## src/design/smc_pkg.sv

```systemverilog
// shared constants, clock and wake-source types for the sleep mode controller
package smc_pkg;

  // ==========================================================
  // sleep depth encodings
  localparam logic [1:0] MODE_IDLE   = 2'h0;
  localparam logic [1:0] MODE_ADC_NR = 2'h1;
  localparam logic [1:0] MODE_PDOWN  = 2'h2;
  localparam logic [1:0] MODE_PSAVE  = 2'h3;

  // ==========================================================
  // timing
  localparam int CLK_MHZ         = 125;
  localparam int HALT_CYCLES     = 4;
  localparam int BOD_WAKE_US     = 60;
  localparam int BOD_WAKE_CYCLES = BOD_WAKE_US * CLK_MHZ;
  localparam int CNT_W           = 16;

  // brown-out sleep-off timed sequence
  localparam logic [2:0] BROWNOUT_SLEEP_OFF_UNLOCK_WINDOW = 3'h4;
  localparam logic [2:0] BROWNOUT_SLEEP_OFF_EFFECT_DELAY  = 3'h3;
  localparam logic [2:0] BROWNOUT_SLEEP_OFF_LIFE          = 3'h6;

  // start-up counts picked by clock_source_fuses[3:2]
  localparam logic [15:0] STARTUP_CNT_0 = 16'h0040;
  localparam logic [15:0] STARTUP_CNT_1 = 16'h0100;
  localparam logic [15:0] STARTUP_CNT_2 = 16'h0400;
  localparam logic [15:0] STARTUP_CNT_3 = 16'h1000;

  // ==========================================================
  // clock domain enables
  typedef struct packed {
    logic cpu;
    logic flash;
    logic io;
    logic adc;
    logic asy;
    logic main_osc;
    logic t0_osc;
  } smc_clk_s;

  localparam smc_clk_s CLK_ALL_ON = 7'h7f;
  localparam smc_clk_s CLK_IDLE   = 7'h1f;
  localparam smc_clk_s CLK_ADC_NR = 7'h0f;
  localparam smc_clk_s CLK_PDOWN  = 7'h00;
  localparam smc_clk_s CLK_PSAVE  = 7'h05;
  localparam smc_clk_s CLK_OSC_ON = 7'h02; // main oscillator bit only

  // wake requests, already qualified by their own enables except timer zero
  typedef struct packed {
    logic ext_a;
    logic ext_a_level;
    logic ext_b;
    logic ext_b_level;
    logic pin_change;
    logic spi;
    logic other_io;
    logic wdt_irq;
    logic t0_ovf;
    logic t0_cmp;
    logic adc_done;
    logic usi_start;
    logic spm_ready;
    logic sys_reset;
  } smc_wake_s;

  // ==========================================================
  // clock enables for a sleep depth
  function automatic smc_clk_s smc_mode_clocks(input logic [1:0] mode);
    case (mode)
      MODE_IDLE:   smc_mode_clocks = CLK_IDLE;
      MODE_ADC_NR: smc_mode_clocks = CLK_ADC_NR;
      MODE_PDOWN:  smc_mode_clocks = CLK_PDOWN;
      default:     smc_mode_clocks = CLK_PSAVE;
    endcase
  endfunction

  // oscillator restart time from the clock source fuses
  function automatic logic [15:0] smc_startup_cycles(input logic [3:0] fuses);
    case (fuses[3:2])
      2'h0:    smc_startup_cycles = STARTUP_CNT_0;
      2'h1:    smc_startup_cycles = STARTUP_CNT_1;
      2'h2:    smc_startup_cycles = STARTUP_CNT_2;
      default: smc_startup_cycles = STARTUP_CNT_3;
    endcase
  endfunction

  // deep modes stop the main oscillator
  function automatic logic smc_is_deep(input logic [1:0] mode);
    smc_is_deep = mode[1];
  endfunction

endpackage

```

## src/design/smc_bod_seq.sv

```systemverilog
// timed write sequence and lifetime of the brown-out sleep-off bit
`timescale 1ns/1ns
module smc_bod_seq
  import smc_pkg::*;
(
  input  wire logic clk,
  input  wire logic rst_b,
  input  wire logic wr,
  input  wire logic wr_off,
  input  wire logic wr_unlock,
  output logic      off_flag,
  output logic      off_effective
);

  logic [2:0] unlock_cnt;
  logic [2:0] age;
  logic [2:0] next_unlock_cnt;
  logic [2:0] next_age;

  // ==========================================================
  // unlock window and age of the set bit
  always_comb begin
    next_unlock_cnt = (unlock_cnt != 3'h0) ? unlock_cnt - 3'h1 : 3'h0;
    next_age        = (age != 3'h0 && age != BROWNOUT_SLEEP_OFF_LIFE) ? age + 3'h1 : 3'h0;
    if (wr && wr_off && wr_unlock) begin
      next_unlock_cnt = BROWNOUT_SLEEP_OFF_UNLOCK_WINDOW;
    end else if (wr && wr_off && !wr_unlock && unlock_cnt != 3'h0 && age == 3'h0) begin
      next_age        = 3'h1;
      next_unlock_cnt = 3'h0;
    end
  end

  // state registers
  always_ff @(posedge clk or negedge rst_b) begin
    if (!rst_b) begin
      unlock_cnt <= 3'h0;
      age        <= 3'h0;
    end else begin
      unlock_cnt <= next_unlock_cnt;
      age        <= next_age;
    end
  end

  assign off_flag      = (age != 3'h0);
  assign off_effective = (age > BROWNOUT_SLEEP_OFF_EFFECT_DELAY);
endmodule

```

## src/design/smc_sleep_ctrl.sv

```systemverilog
// sleep mode controller: clock gating, wake selection and wake-up sequencing
`timescale 1ns/1ns

// How it works
// - Depth 00 Idle stops cpu and flash clocks; others and oscillator run.
// - In Idle any enabled interrupt wakes the device.
// - Depth 01 noise reduction stops io, cpu and flash clocks only.
// - Entering Idle or noise reduction with converter enabled starts a conversion.
// - Noise reduction wakes only on converter, resets, watchdog, serial, timer, ready, level, pin.
// - Depth 10 power-down stops oscillator and every generated clock.
// - Power-down wakes only on resets, watchdog, serial start, level lines, pin change.
// - Outside Idle the external lines wake only as level interrupts.
// - Leaving power-down waits a start-up time chosen by the clock source fuses.
// - Depth 11 power-save is power-down with async clock and timer oscillator kept.
// - Power-save timer events wake only with async timer, mask bit and global enable.
// - Interrupt wake halts the core four cycles after start-up, then resumes.
// - Register and memory contents survive sleep; reset during sleep restarts at reset.
// - Sleep-off bit turns detector off in deep modes and back on at wake.
// - Wake after detector was off is stretched by about 60 us after start-up.
// - Sleep-off bit takes effect after three cycles and clears three cycles later.
module smc_sleep_ctrl
  import smc_pkg::*;
#(
  parameter int BOD_WAKE_CYCLES_P = BOD_WAKE_CYCLES
)(
  input  wire logic       clk,
  input  wire logic       rst_b,
  input  wire logic       sleep_instr,
  input  wire logic       sleep_arm,
  input  wire logic [1:0] sleep_depth_select,
  input  wire logic [3:0] clock_source_fuses,
  input  wire logic       adc_enabled,
  input  wire logic       timer0_async_select,
  input  wire logic [1:0] timer0_irq_mask,
  input  wire logic       global_irq_enable,
  input  wire smc_wake_s  wake,
  input  wire logic       ctrl_wr,
  input  wire logic       wr_brownout_sleep_off,
  input  wire logic       wr_brownout_sleep_unlock,
  output smc_clk_s        clk_en,
  output logic            adc_start,
  output logic            brownout_enable,
  output logic            brownout_sleep_off,
  output logic            core_halt,
  output logic            sleeping,
  output logic            resume_irq,
  output logic            resume_reset
);

  typedef enum logic [4:0] {
    ST_RUN     = 5'h01,
    ST_SLEEP   = 5'h02,
    ST_STARTUP = 5'h04,
    ST_BODWAIT = 5'h08,
    ST_HALT    = 5'h10
  } smc_state_e;

  smc_state_e       state;
  smc_state_e       next_state;
  logic [1:0]       mode;
  logic [1:0]       next_mode;
  logic [CNT_W-1:0] cnt;
  logic [CNT_W-1:0] next_cnt;
  logic             bod_was_off;
  logic             next_bod_was_off;
  logic             by_reset;
  logic             next_by_reset;
  smc_clk_s         next_clk_en;
  logic             next_adc_start;
  logic             next_brownout_enable;
  logic             next_core_halt;
  logic             next_resume_irq;
  logic             next_resume_reset;
  logic             brownout_sleep_off_flag;
  logic             brownout_sleep_off_eff;
  logic             wake_hit;

  // ==========================================================
  // sleep-off timed sequence
  smc_bod_seq i_smc_bod_seq (
    .clk           (clk),
    .rst_b         (rst_b),
    .wr            (ctrl_wr),
    .wr_off        (wr_brownout_sleep_off),
    .wr_unlock     (wr_brownout_sleep_unlock),
    .off_flag      (brownout_sleep_off_flag),
    .off_effective (brownout_sleep_off_eff)
  );

  // ==========================================================
  // wake source filter per sleep depth
  function automatic logic smc_wake_hit(input logic [1:0] m, input smc_wake_s w,
                                        input logic t0_ok);
    logic lvl;
    logic t0;
    lvl = (w.ext_a && w.ext_a_level) || (w.ext_b && w.ext_b_level);
    t0  = t0_ok && w.t0_ovf && timer0_irq_mask[0] || t0_ok && w.t0_cmp && timer0_irq_mask[1];
    case (m)
      MODE_IDLE: smc_wake_hit = w.ext_a || w.ext_b || w.pin_change || w.spi || w.other_io
                             || w.wdt_irq || t0 || w.adc_done || w.usi_start
                             || w.spm_ready || w.sys_reset;
      MODE_ADC_NR: smc_wake_hit = w.adc_done || w.sys_reset || w.wdt_irq || w.usi_start
                               || t0 || w.spm_ready || lvl || w.pin_change;
      MODE_PDOWN: smc_wake_hit = w.sys_reset || w.wdt_irq || w.usi_start
                              || lvl || w.pin_change;
      default: smc_wake_hit = w.sys_reset || w.wdt_irq || w.usi_start || lvl
                           || w.pin_change || (timer0_async_select && t0);
    endcase
  endfunction

  assign wake_hit = smc_wake_hit(mode, wake, global_irq_enable);

  // ==========================================================
  // next state of the sequencer
  always_comb begin
    next_state           = state;
    next_mode            = mode;
    next_cnt             = cnt;
    next_bod_was_off     = bod_was_off;
    next_by_reset        = by_reset;
    next_clk_en          = clk_en;
    next_adc_start       = 1'b0;
    next_brownout_enable = brownout_enable;
    next_resume_irq      = 1'b0;
    next_resume_reset    = 1'b0;
    case (state)
      ST_RUN: begin
        // unarmed sleep instruction falls through as a no-op
        if (sleep_instr && sleep_arm) begin
          next_state       = ST_SLEEP;
          next_mode        = sleep_depth_select;
          next_clk_en      = smc_mode_clocks(sleep_depth_select);
          next_adc_start   = adc_enabled && !smc_is_deep(sleep_depth_select);
          next_bod_was_off = brownout_sleep_off_eff && smc_is_deep(sleep_depth_select);
          next_brownout_enable = !(brownout_sleep_off_eff && smc_is_deep(sleep_depth_select));
        end
      end
      ST_SLEEP: begin
        // clocks are gated, never reset, so core state is retained
        if (wake_hit) begin
          next_state           = ST_STARTUP;
          next_by_reset        = wake.sys_reset;
          next_brownout_enable = 1'b1;
          next_clk_en          = smc_mode_clocks(mode) | CLK_OSC_ON;
          next_cnt             = smc_is_deep(mode) ? smc_startup_cycles(clock_source_fuses)
                                                   : '0;
        end
      end
      ST_STARTUP: begin
        if (cnt != '0) begin
          next_cnt = cnt - 16'h0001;
        end else if (bod_was_off) begin
          next_state = ST_BODWAIT;
          next_cnt   = CNT_W'(BOD_WAKE_CYCLES_P - 1);
        end else begin
          next_state  = ST_HALT;
          next_clk_en = CLK_ALL_ON;
          next_cnt    = CNT_W'(HALT_CYCLES - 1);
        end
      end
      ST_BODWAIT: begin
        if (cnt != '0) begin
          next_cnt = cnt - 16'h0001;
        end else begin
          next_state  = ST_HALT;
          next_clk_en = CLK_ALL_ON;
          next_cnt    = CNT_W'(HALT_CYCLES - 1);
        end
      end
      ST_HALT: begin
        if (cnt != '0) begin
          next_cnt = cnt - 16'h0001;
        end else begin
          next_state        = ST_RUN;
          next_bod_was_off  = 1'b0;
          next_resume_irq   = !by_reset;
          next_resume_reset = by_reset;
        end
      end
      default: begin
        next_state  = ST_RUN;
        next_clk_en = CLK_ALL_ON;
      end
    endcase
    next_core_halt = (next_state == ST_HALT);
  end

  // state registers
  always_ff @(posedge clk or negedge rst_b) begin
    if (!rst_b) begin
      state              <= ST_RUN;
      mode               <= MODE_IDLE;
      cnt                <= '0;
      bod_was_off        <= 1'b0;
      by_reset           <= 1'b0;
      clk_en             <= CLK_ALL_ON;
      adc_start          <= 1'b0;
      brownout_enable    <= 1'b1;
      brownout_sleep_off <= 1'b0;
      core_halt          <= 1'b0;
      sleeping           <= 1'b0;
      resume_irq         <= 1'b0;
      resume_reset       <= 1'b0;
    end else begin
      state              <= next_state;
      mode               <= next_mode;
      cnt                <= next_cnt;
      bod_was_off        <= next_bod_was_off;
      by_reset           <= next_by_reset;
      clk_en             <= next_clk_en;
      adc_start          <= next_adc_start;
      brownout_enable    <= next_brownout_enable;
      brownout_sleep_off <= brownout_sleep_off_flag;
      core_halt          <= next_core_halt;
      sleeping           <= (next_state != ST_RUN);
      resume_irq         <= next_resume_irq;
      resume_reset       <= next_resume_reset;
    end
  end
endmodule

```

## config.mk

```make
export PLATFORM = sky130hd
export DESIGN_NAME = smc_sleep_ctrl
export DESIGN_NICKNAME = d
export VERILOG_FILES = /design/src/design/smc_pkg.sv /design/src/design/smc_bod_seq.sv /design/src/design/smc_sleep_ctrl.sv
export SDC_FILE = /design/constraint.sdc
export NUM_CORES = 1
export LEC_CHECK = 0
export ABC_AREA = 1
export BUFFER_PORTS_ARGS = -buffer_cell sky130_fd_sc_hd__buf_2
export CORE_MARGIN = 2
export CORE_UTILIZATION = 52
export CTS_CLUSTER_SIZE = 24
export DETAILED_ROUTE_END_ITERATION = 12
export GPL_ROUTABILITY_DRIVEN = 0
export PLACE_DENSITY_LB_ADDON = 0.2
export REMOVE_ABC_BUFFERS = 1
export SLEW_MARGIN = 20
export SYNTH_ARGS = -nofsm -noshare
export SYNTH_HDL_FRONTEND = slang
export SYNTH_SLANG_ARGS = --single-unit
```

## constraint.sdc

```tcl
create_clock -name clk -period 2 [get_ports clk]
set_clock_uncertainty 0.05 [all_clocks]
set_input_delay 0.3 -clock clk [delete_from_list [all_inputs] [get_ports clk]]
set_output_delay 0.3 -clock clk [all_outputs]
set_load 0.01 [all_outputs]
```

==> summary.md, run 1 <==
| Metric | Value |
|---|---|
| Core region area | slightly above 0.005 mm2 |
| Synth area leader | dfrtp_1 |
| Pre-CTS WS | 157.5 ps |
| CP max stage delay | around 430 ps |
| Initial Util | approximately 55% |
| Area occupied by multi-input gates | ~0.0015 mm2 |
| Static Leakage | between 1.5 and 2 nW |
| Final setup viols | 0 |
| Max-slew violation count | 0 |
| Worst Tran Pin Value | ~480 ps |
| Sequential area share after synthesis | a little under two fifths |
| Layout cells sized above 1 | between 20% and 30% |
| Die area | between 0.006 and 0.007 mm2 |
| First-pass GRT wire length | ~11000 um |
| Syn avg cell area | roughly 7 um2 |
| Vias in the first global route | ~2600 |
| DRT Pass-1 Iters | 5 |
| Antenna violations before repair | 0 |
| Top delay family on crit path | simple AND/OR/NAND/NOR gates |
| Mapped Cells | 397 |
| Total power | 5.204 mW |
| CP bufs+invs | 1 |
| RSZ-0062 raised after global routing | no |
| CP Launch Type | register |
| Fin util | 63.67% |
| PwrDens | roughly 1600 mW/mm2 |
| Worst Path Max Fanout | 5 |
| DIE HEIGHT | approximately 78 um |
| DRC Markers | 0 |
| Critical Path AT | a little under 2000 ps |
| Number of synthesis warnings | 0 |
| Dominant synthesized flop cell | dfrtp_1 |
| Worst-path clk slew | ~90 ps |
| # IOs | 46 |
| EDFF count, synth | 0 |
| CTS Buf Count | 5 |
| Ys async rst share | between 90% and 100% |
| Area share of the largest cell type after synthesis | between 30% and 40% |
| Synth Cell Area | 0.002828 mm2 |
| ANT cells | 0 |
| Total GRT Usage | between 20% and 30% |
| CP Class | register to register |
| Min-delay worst type | input pin to register |
| 1st-iter DRT viols | ~210 |
| Vias per std cell | ~5.2 |
| Total gr overflow | 0 |
| CTS tree | done |
| PortBufs | 43 |
| Final period util | slightly above 90% |
| Cells along the critical path | inv_1 -> ha_1 -> nand2_4 -> nor2_4 -> nand4_4 -> nand2_1 -> nand4_1 -> o21ai_0 -> nand2_1 |
| CTS H-tree depth | 2 |
| CTS Root Cell | clkbuf_8 |
| # rows | 26 |
| Pin count of the biggest net entering global routing | 25 |
| Area Overhead vs Synth | 16.46% |
| Synth Register Bits | 43 |
| Critical path required time | 2140 ps |
| Worst slew margin | between 60% and 70% |
| Netlist cell types | 37 |
| Most frequent CP cell | nand2_1 |
| Slowest CP cell | dfrtp_1 |
| Minimum clock period | roughly 1800 ps |
| CTS max path bufs | 2 |
| WL/cell | around 12 um |
| Routed via count | around 2700 |
| # Post-CTS Setup Buffers | 0 |
| Fin nets | 487 |
| Status | finished clean |
| CP endpoint kind | register |
| Fin. Hold Viols | 0 |
| Maximum vdd drop | around 0.87 mV |
| Setup ws final | between 150 and 200 ps |
| Die X | just under 80 um |
| Antenna viol nets, final | 0 |
| Max cap viols | 0 |
| DRT Wirelength | 6329 um |
| Layout fillers | between 400 and 500 |
| Dpl hpwl | between 4000 and 5000 um |
| Max frequency | about 540 MHz |
| Top area cells in the synthesized netlist | dfrtp_1, nand2_1, nand3_1 |
| Final setup TNS | 0 ps |
| Sequential Area | approximately 0.0011 mm2 |
| Clock Sink Count | between 40 and 50 |
| Worst-skew pair later-pin latency | around 310 ps |
-- tightest hold or removal path: cells and delay by family --
family | cells | cell delay, ps
buffers and inverters | 1 | 90
and+or+nand+nor | 2 | 90
-- what timing repair did --
| item | CTS | global route |
|---|---|---|
| resized for setup | 0 | 7 |
| hold endpoints to repair | 16 | 0 |
| endpoints found under the setup margin | 0 | 5 |
| hold buffers | 1 | 0 |
-- cell usage after synthesis (6+ instances only) --
library cell and count:
nand4_1 14, nor2_2 13, a21oi_1 6, nand3_1 37, dfrtp_1 36, inv_1 47, o21ai_0 14, nand2_1 113
dfstp_2 7, nor3_1 6, nor2_1 47
-- where the power goes --
| part | total (mW) | switching [mW] | internal (mW) |
|---|---|---|---|
| sequential | 1.40 | 0.228 | 1.17 |
| combinational | 3.21 | 2.11 | 1.10 |
| clock | 0.591 | 0.334 | 0.257 |
-- final timing paths --
path / startpoint / endpoint / slack (ps) / cells past startpoint
min in group asynchronous: rst_b / mode[1] / 430 / 2
min: adc_enabled / adc_start / 160 / 3
max reg2reg: cnt[0] / cnt[11] / 160 / 9
max: cnt[0] / cnt[11] / 160 / 9
min reg2reg: by_reset / resume_irq / 380 / 1
max in group asynchronous: rst_b / clk_en[6] / 910 / 3
-- metrics by stage --
stage	instance area (um2)	cells	hold WS, ps
after global routing	3293	521	181.7
after CTS	3267	521	156.5
after detailed placement	3162	512	244.1
after global placement	3162	512	239.3
final	3293	521	158.1
after floorplan	2779	390	-45.59
-- placed cells by master (no fill, tap or decap), types with 7 or more instances in the layout --
master,instances
nand3_1,37
dfstp_2,7
dfrtp_1,36
inv_1,46
nor2_2,11
buf_4,8
buf_2,43
nor2_4,7
nor2_1,47
nand2_1,113
o21ai_0,13
nand4_1,14
-- cell families (layout without fill, tap and decap cells) --
| logic type | count (synthesis) | count (layout) | share of synthesized area, % |
|---|---|---|---|
| and+or+nand+nor | 252 | 252 | 42.08 |
| DFF | 43 | 43 | 38.36 |
| xor gates and xnor gates | 6 | 6 | 1.858 |
| adders and majority gates | 5 | 5 | 2.212 |
| buffers and inverters | 57 | 111 | 8.451 |
| AOI/OAI and AO/OA | 34 | 34 | 7.036 |
-- final cells by class --
class / count / area share, %
timing repair buffer: 53 / 9.271
clock buffer: 5 / 2.090
clock inverter: 3 / 0.7979
sequential: 43 / 32.94
multi-input combinational: 297 / 46.39
inverter: 50 / 5.851
tap: 70 / 2.660
-- registers in the layout, summed over array words and instances (netlist names), 2 cells and up --
signal                    cells
cnt                          16
clk_en                        5
state                         5
i_smc_bod_seq.age             3
i_smc_bod_seq.unlock_cnt      3
mode                          2
-- metal layers --
metal,global-route usage (%),share of wire (%)
met1,30.87,48
met2,37.93,46
met3,3.837,5.1
met4,6.607,1.3
met5,0,0
(Power assumes the default switching activity.)
==> run 2: changes to the inputs <==
- PLACE_DENSITY_LB_ADDON: 0.2 -> 0.12
==> run 2 against run 1 <==
  * The run now ends with negative hold slack left
  * Via count is 1.1% lower
  * Non-clock buffer count stayed put
  * First-iteration DRC count is 8.1% higher
  * Count of clock-buffer cells in the layout is 1 higher
  * Global-route usage is 0.30 points lower
  * Maximum frequency is 0.97% higher
  * Combinational power hardly changed
  * Die area stayed put
  * Clock power is 21% higher
  * Worst setup slack better by 18 ps
  * Largest cell class unchanged
  * Largest power group unchanged
==> summary.md, run 2 (same netlist as run 1, synthesis figures left out) <==
| Metric | Value |
|---|---|
| Max-slew violation count | 0 |
| CTS max path bufs | 2 |
| Clock Sink Count | between 40 and 50 |
| Critical path required time | ~2100 ps |
| Pre-CTS WS | roughly 140 ps |
| Core region area | ~0.0052 mm2 |
| Worst Reg-to-Reg Cells | 11 |
| Worst hold slack | -14.79 ps |
| Max layer used | met4 |
| Worst r2r dst | cnt[10] |
| Dpl hpwl | roughly 4800 um |
| Vias per std cell | just over 5 |
| Final setup viols | 0 |
| DRC Markers | 0 |
| DRT Wirelength | between 6000 and 7000 um |
| RR Startpoint | cnt[0] |
| Status | complete, but fails checks |
| PortBufs | 43 |
| Final setup TNS | 0 ps |
| P_sw | about 2.6 mW |
| WL met3 | about 470 um |
| Area Overhead vs Synth | 16.86% |
| Top delay family on crit path | simple AND/OR/NAND/NOR gates |
| Cells along the critical path | inv_1 -> ha_2 -> nand2_4 -> nor2_4 -> nand2_4 -> nand2_2 -> nand2_2 -> nor2_1 -> nand3_1 -> nand3_1 -> nand2_1 |
| Antenna violations before repair | 0 |
| Commonest non-fill, non-tap cells in the layout | nand2_1, inv_1, nor2_1 |
| RSZ-0062 raised after global routing | no |
| Fin nets | slightly below 500 |
| Critical Path AT | 1970 ps |
| Total GRT Usage | 22.62% |
| First-pass GRT wire length | around 11000 um |
| Largest regs | cnt: 16 flops, clk_en: 5 flops, state: 5 flops |
| # IOs | 46 |
| Flop2flop setup slack | approximately 180 ps |
| CP Launch Type | register |
| Failing checks | negative hold slack |
| CTS H-tree depth | 2 |
| Minimum clock period | around 1800 ps |
| Clock Power Share | around 14% |
| PwrDens | around 1600 mW/mm2 |
| # Post-CTS Setup Buffers | 0 |
| CP endpoint kind | register |
| Routed wl met2 | around 2800 um |
| Biggest register | cnt |
| Max frequency | approximately 550 MHz |
| Met1 Wirelength | 2961 um |
| Max cap viols | 0 |
| WL/cell | around 12 um |
| Die X | a little under 80 um |
| Setup ws final | 175.8 ps |
| Sequential Area | between 0.001 and 0.0015 mm2 |
| Crit path capture | cnt[10] |
| Worst Tran Pin Value | between 600 and 700 ps |
| Initial Util | 54.67% |
| CTS Buf Count | 5 |
| CP max stage delay | between 400 and 500 ps |
| Vias in the first global route | approximately 2500 |
| Worst Setup SP | cnt[0] |
| DRT Pass-1 Iters | 5 |
| CP Class | register to register |
| DIE HEIGHT | just under 80 um |
| Fin util | roughly 64% |
| Total gr overflow | 0 |
| Worst slew margin | a little over half |
| Worst Path Max Fanout | 5 |
| Logic pwr share | between 60% and 70% |
| Final period util | 91.21% |
| Critical path depth | 11 |
| CP bufs+invs | 1 |
| Internal Power | 2.685 mW |
| Sw Share | between 40% and 50% |
| Min-delay worst type | input pin to asynchronous set/reset pin |
| Static Leakage | between 1.5 and 2 nW |
| Pin count of the biggest net entering global routing | 30 |
| Area occupied by multi-input gates | ~0.0015 mm2 |
| Sequential power share | 26.4% |
| Max reg flops | 16 |
| CTS tree | done |
| Leading cell type in the layout, fill and taps excluded | nand2_1 |
| Worst-path clk slew | 80 ps |
| Layout fillers | 460 |
| Routed via count | about 2700 |
| CTS Root Cell | clkbuf_8 |
| Maximum vdd drop | 0.8590 mV |
| Slowest CP cell | dfrtp_1 |
| Fin. Hold Viols | 19 |
| Die area | slightly above 0.006 mm2 |
| Layout cells sized above 1 | between 20% and 30% |
| 1st-iter DRT viols | approximately 230 |
| ANT cells | 0 |
| # rows | 26 |
| Worst-skew pair later-pin latency | around 290 ps |
| Antenna viol nets, final | 0 |
-- run 2: cell count changes in the layout (fill, tap and decap cells not counted), sizes merged --
cell / previous run / this run
dlygate4sd3: 1 / 0
bufinv: 0 / 1
clkbuf: 5 / 6
inv: 51 / 50
buf: 52 / 53
clkinv: 2 / 1
-- run 2: routing by layer --
| metal | GRT usage (%) | vias to the layer above |
|---|---|---|
| met1 | 31.59 | 1213 |
| met4 | 5.179 | 0 |
| li1 | - | 1379 |
| met3 | 6.047 | 8 |
| met2 | 35.09 | 96 |
| met5 | 0 | - |
-- run 2: worst min path at each step --
stage	from	end	slack, ps	cells past startpoint
after floorplan	rst_b	adc_start	-50	0
after global placement	rst_b	cnt[10]	320	1
after detailed placement	rst_b	cnt[12]	330	1
after CTS	rst_b	state[3]	5	1
after global routing	rst_b	adc_start	30	1
final	rst_b	resume_reset	-10	1
-- run 2: repair_timing --
item | in CTS | in global routing
hold buffers | 0 | 0
endpoints found under the setup margin | 0 | 8
gates resized for setup | 0 | 5
-- run 2: power by group through the flow --
stage,sequential (mW),clock (mW),combinational (mW)
5_1_grt,1.44,0.774,3.60
4_1_cts,1.40,0.727,3.07
3_3_place_gp,1.41,0,3.00
6_report,1.40,0.716,3.18
2_1_floorplan,1.42,0,2.27
3_5_place_dp,1.41,0,3.06
-- run 2: stage by stage --
| step | instance area [um2] | total power, mW | std cells | hold WS (ps) |
|---|---|---|---|---|
| 2_1_floorplan | 2779 | 3.685 | 390 | -45.59 |
| 3_3_place_gp | 3157 | 4.410 | 513 | 318.9 |
| 3_5_place_dp | 3157 | 4.475 | 513 | 328.7 |
| 4_1_cts | 3278 | 5.197 | 521 | 4.722 |
| 5_1_grt | 3304 | 5.813 | 521 | 28.61 |
| 6_report | 3304 | 5.301 | 521 | -14.79 |
-- run 2: layout make-up --
type / instances / area share (%)
Multi-Input combinational cell: 297 / 46.31
Sequential cell: 43 / 32.83
Timing Repair Buffer: 53 / 8.785
Inverter: 50 / 5.755
Tap cell: 70 / 2.651
Clock buffer: 6 / 2.499
Clock inverter: 2 / 1.174
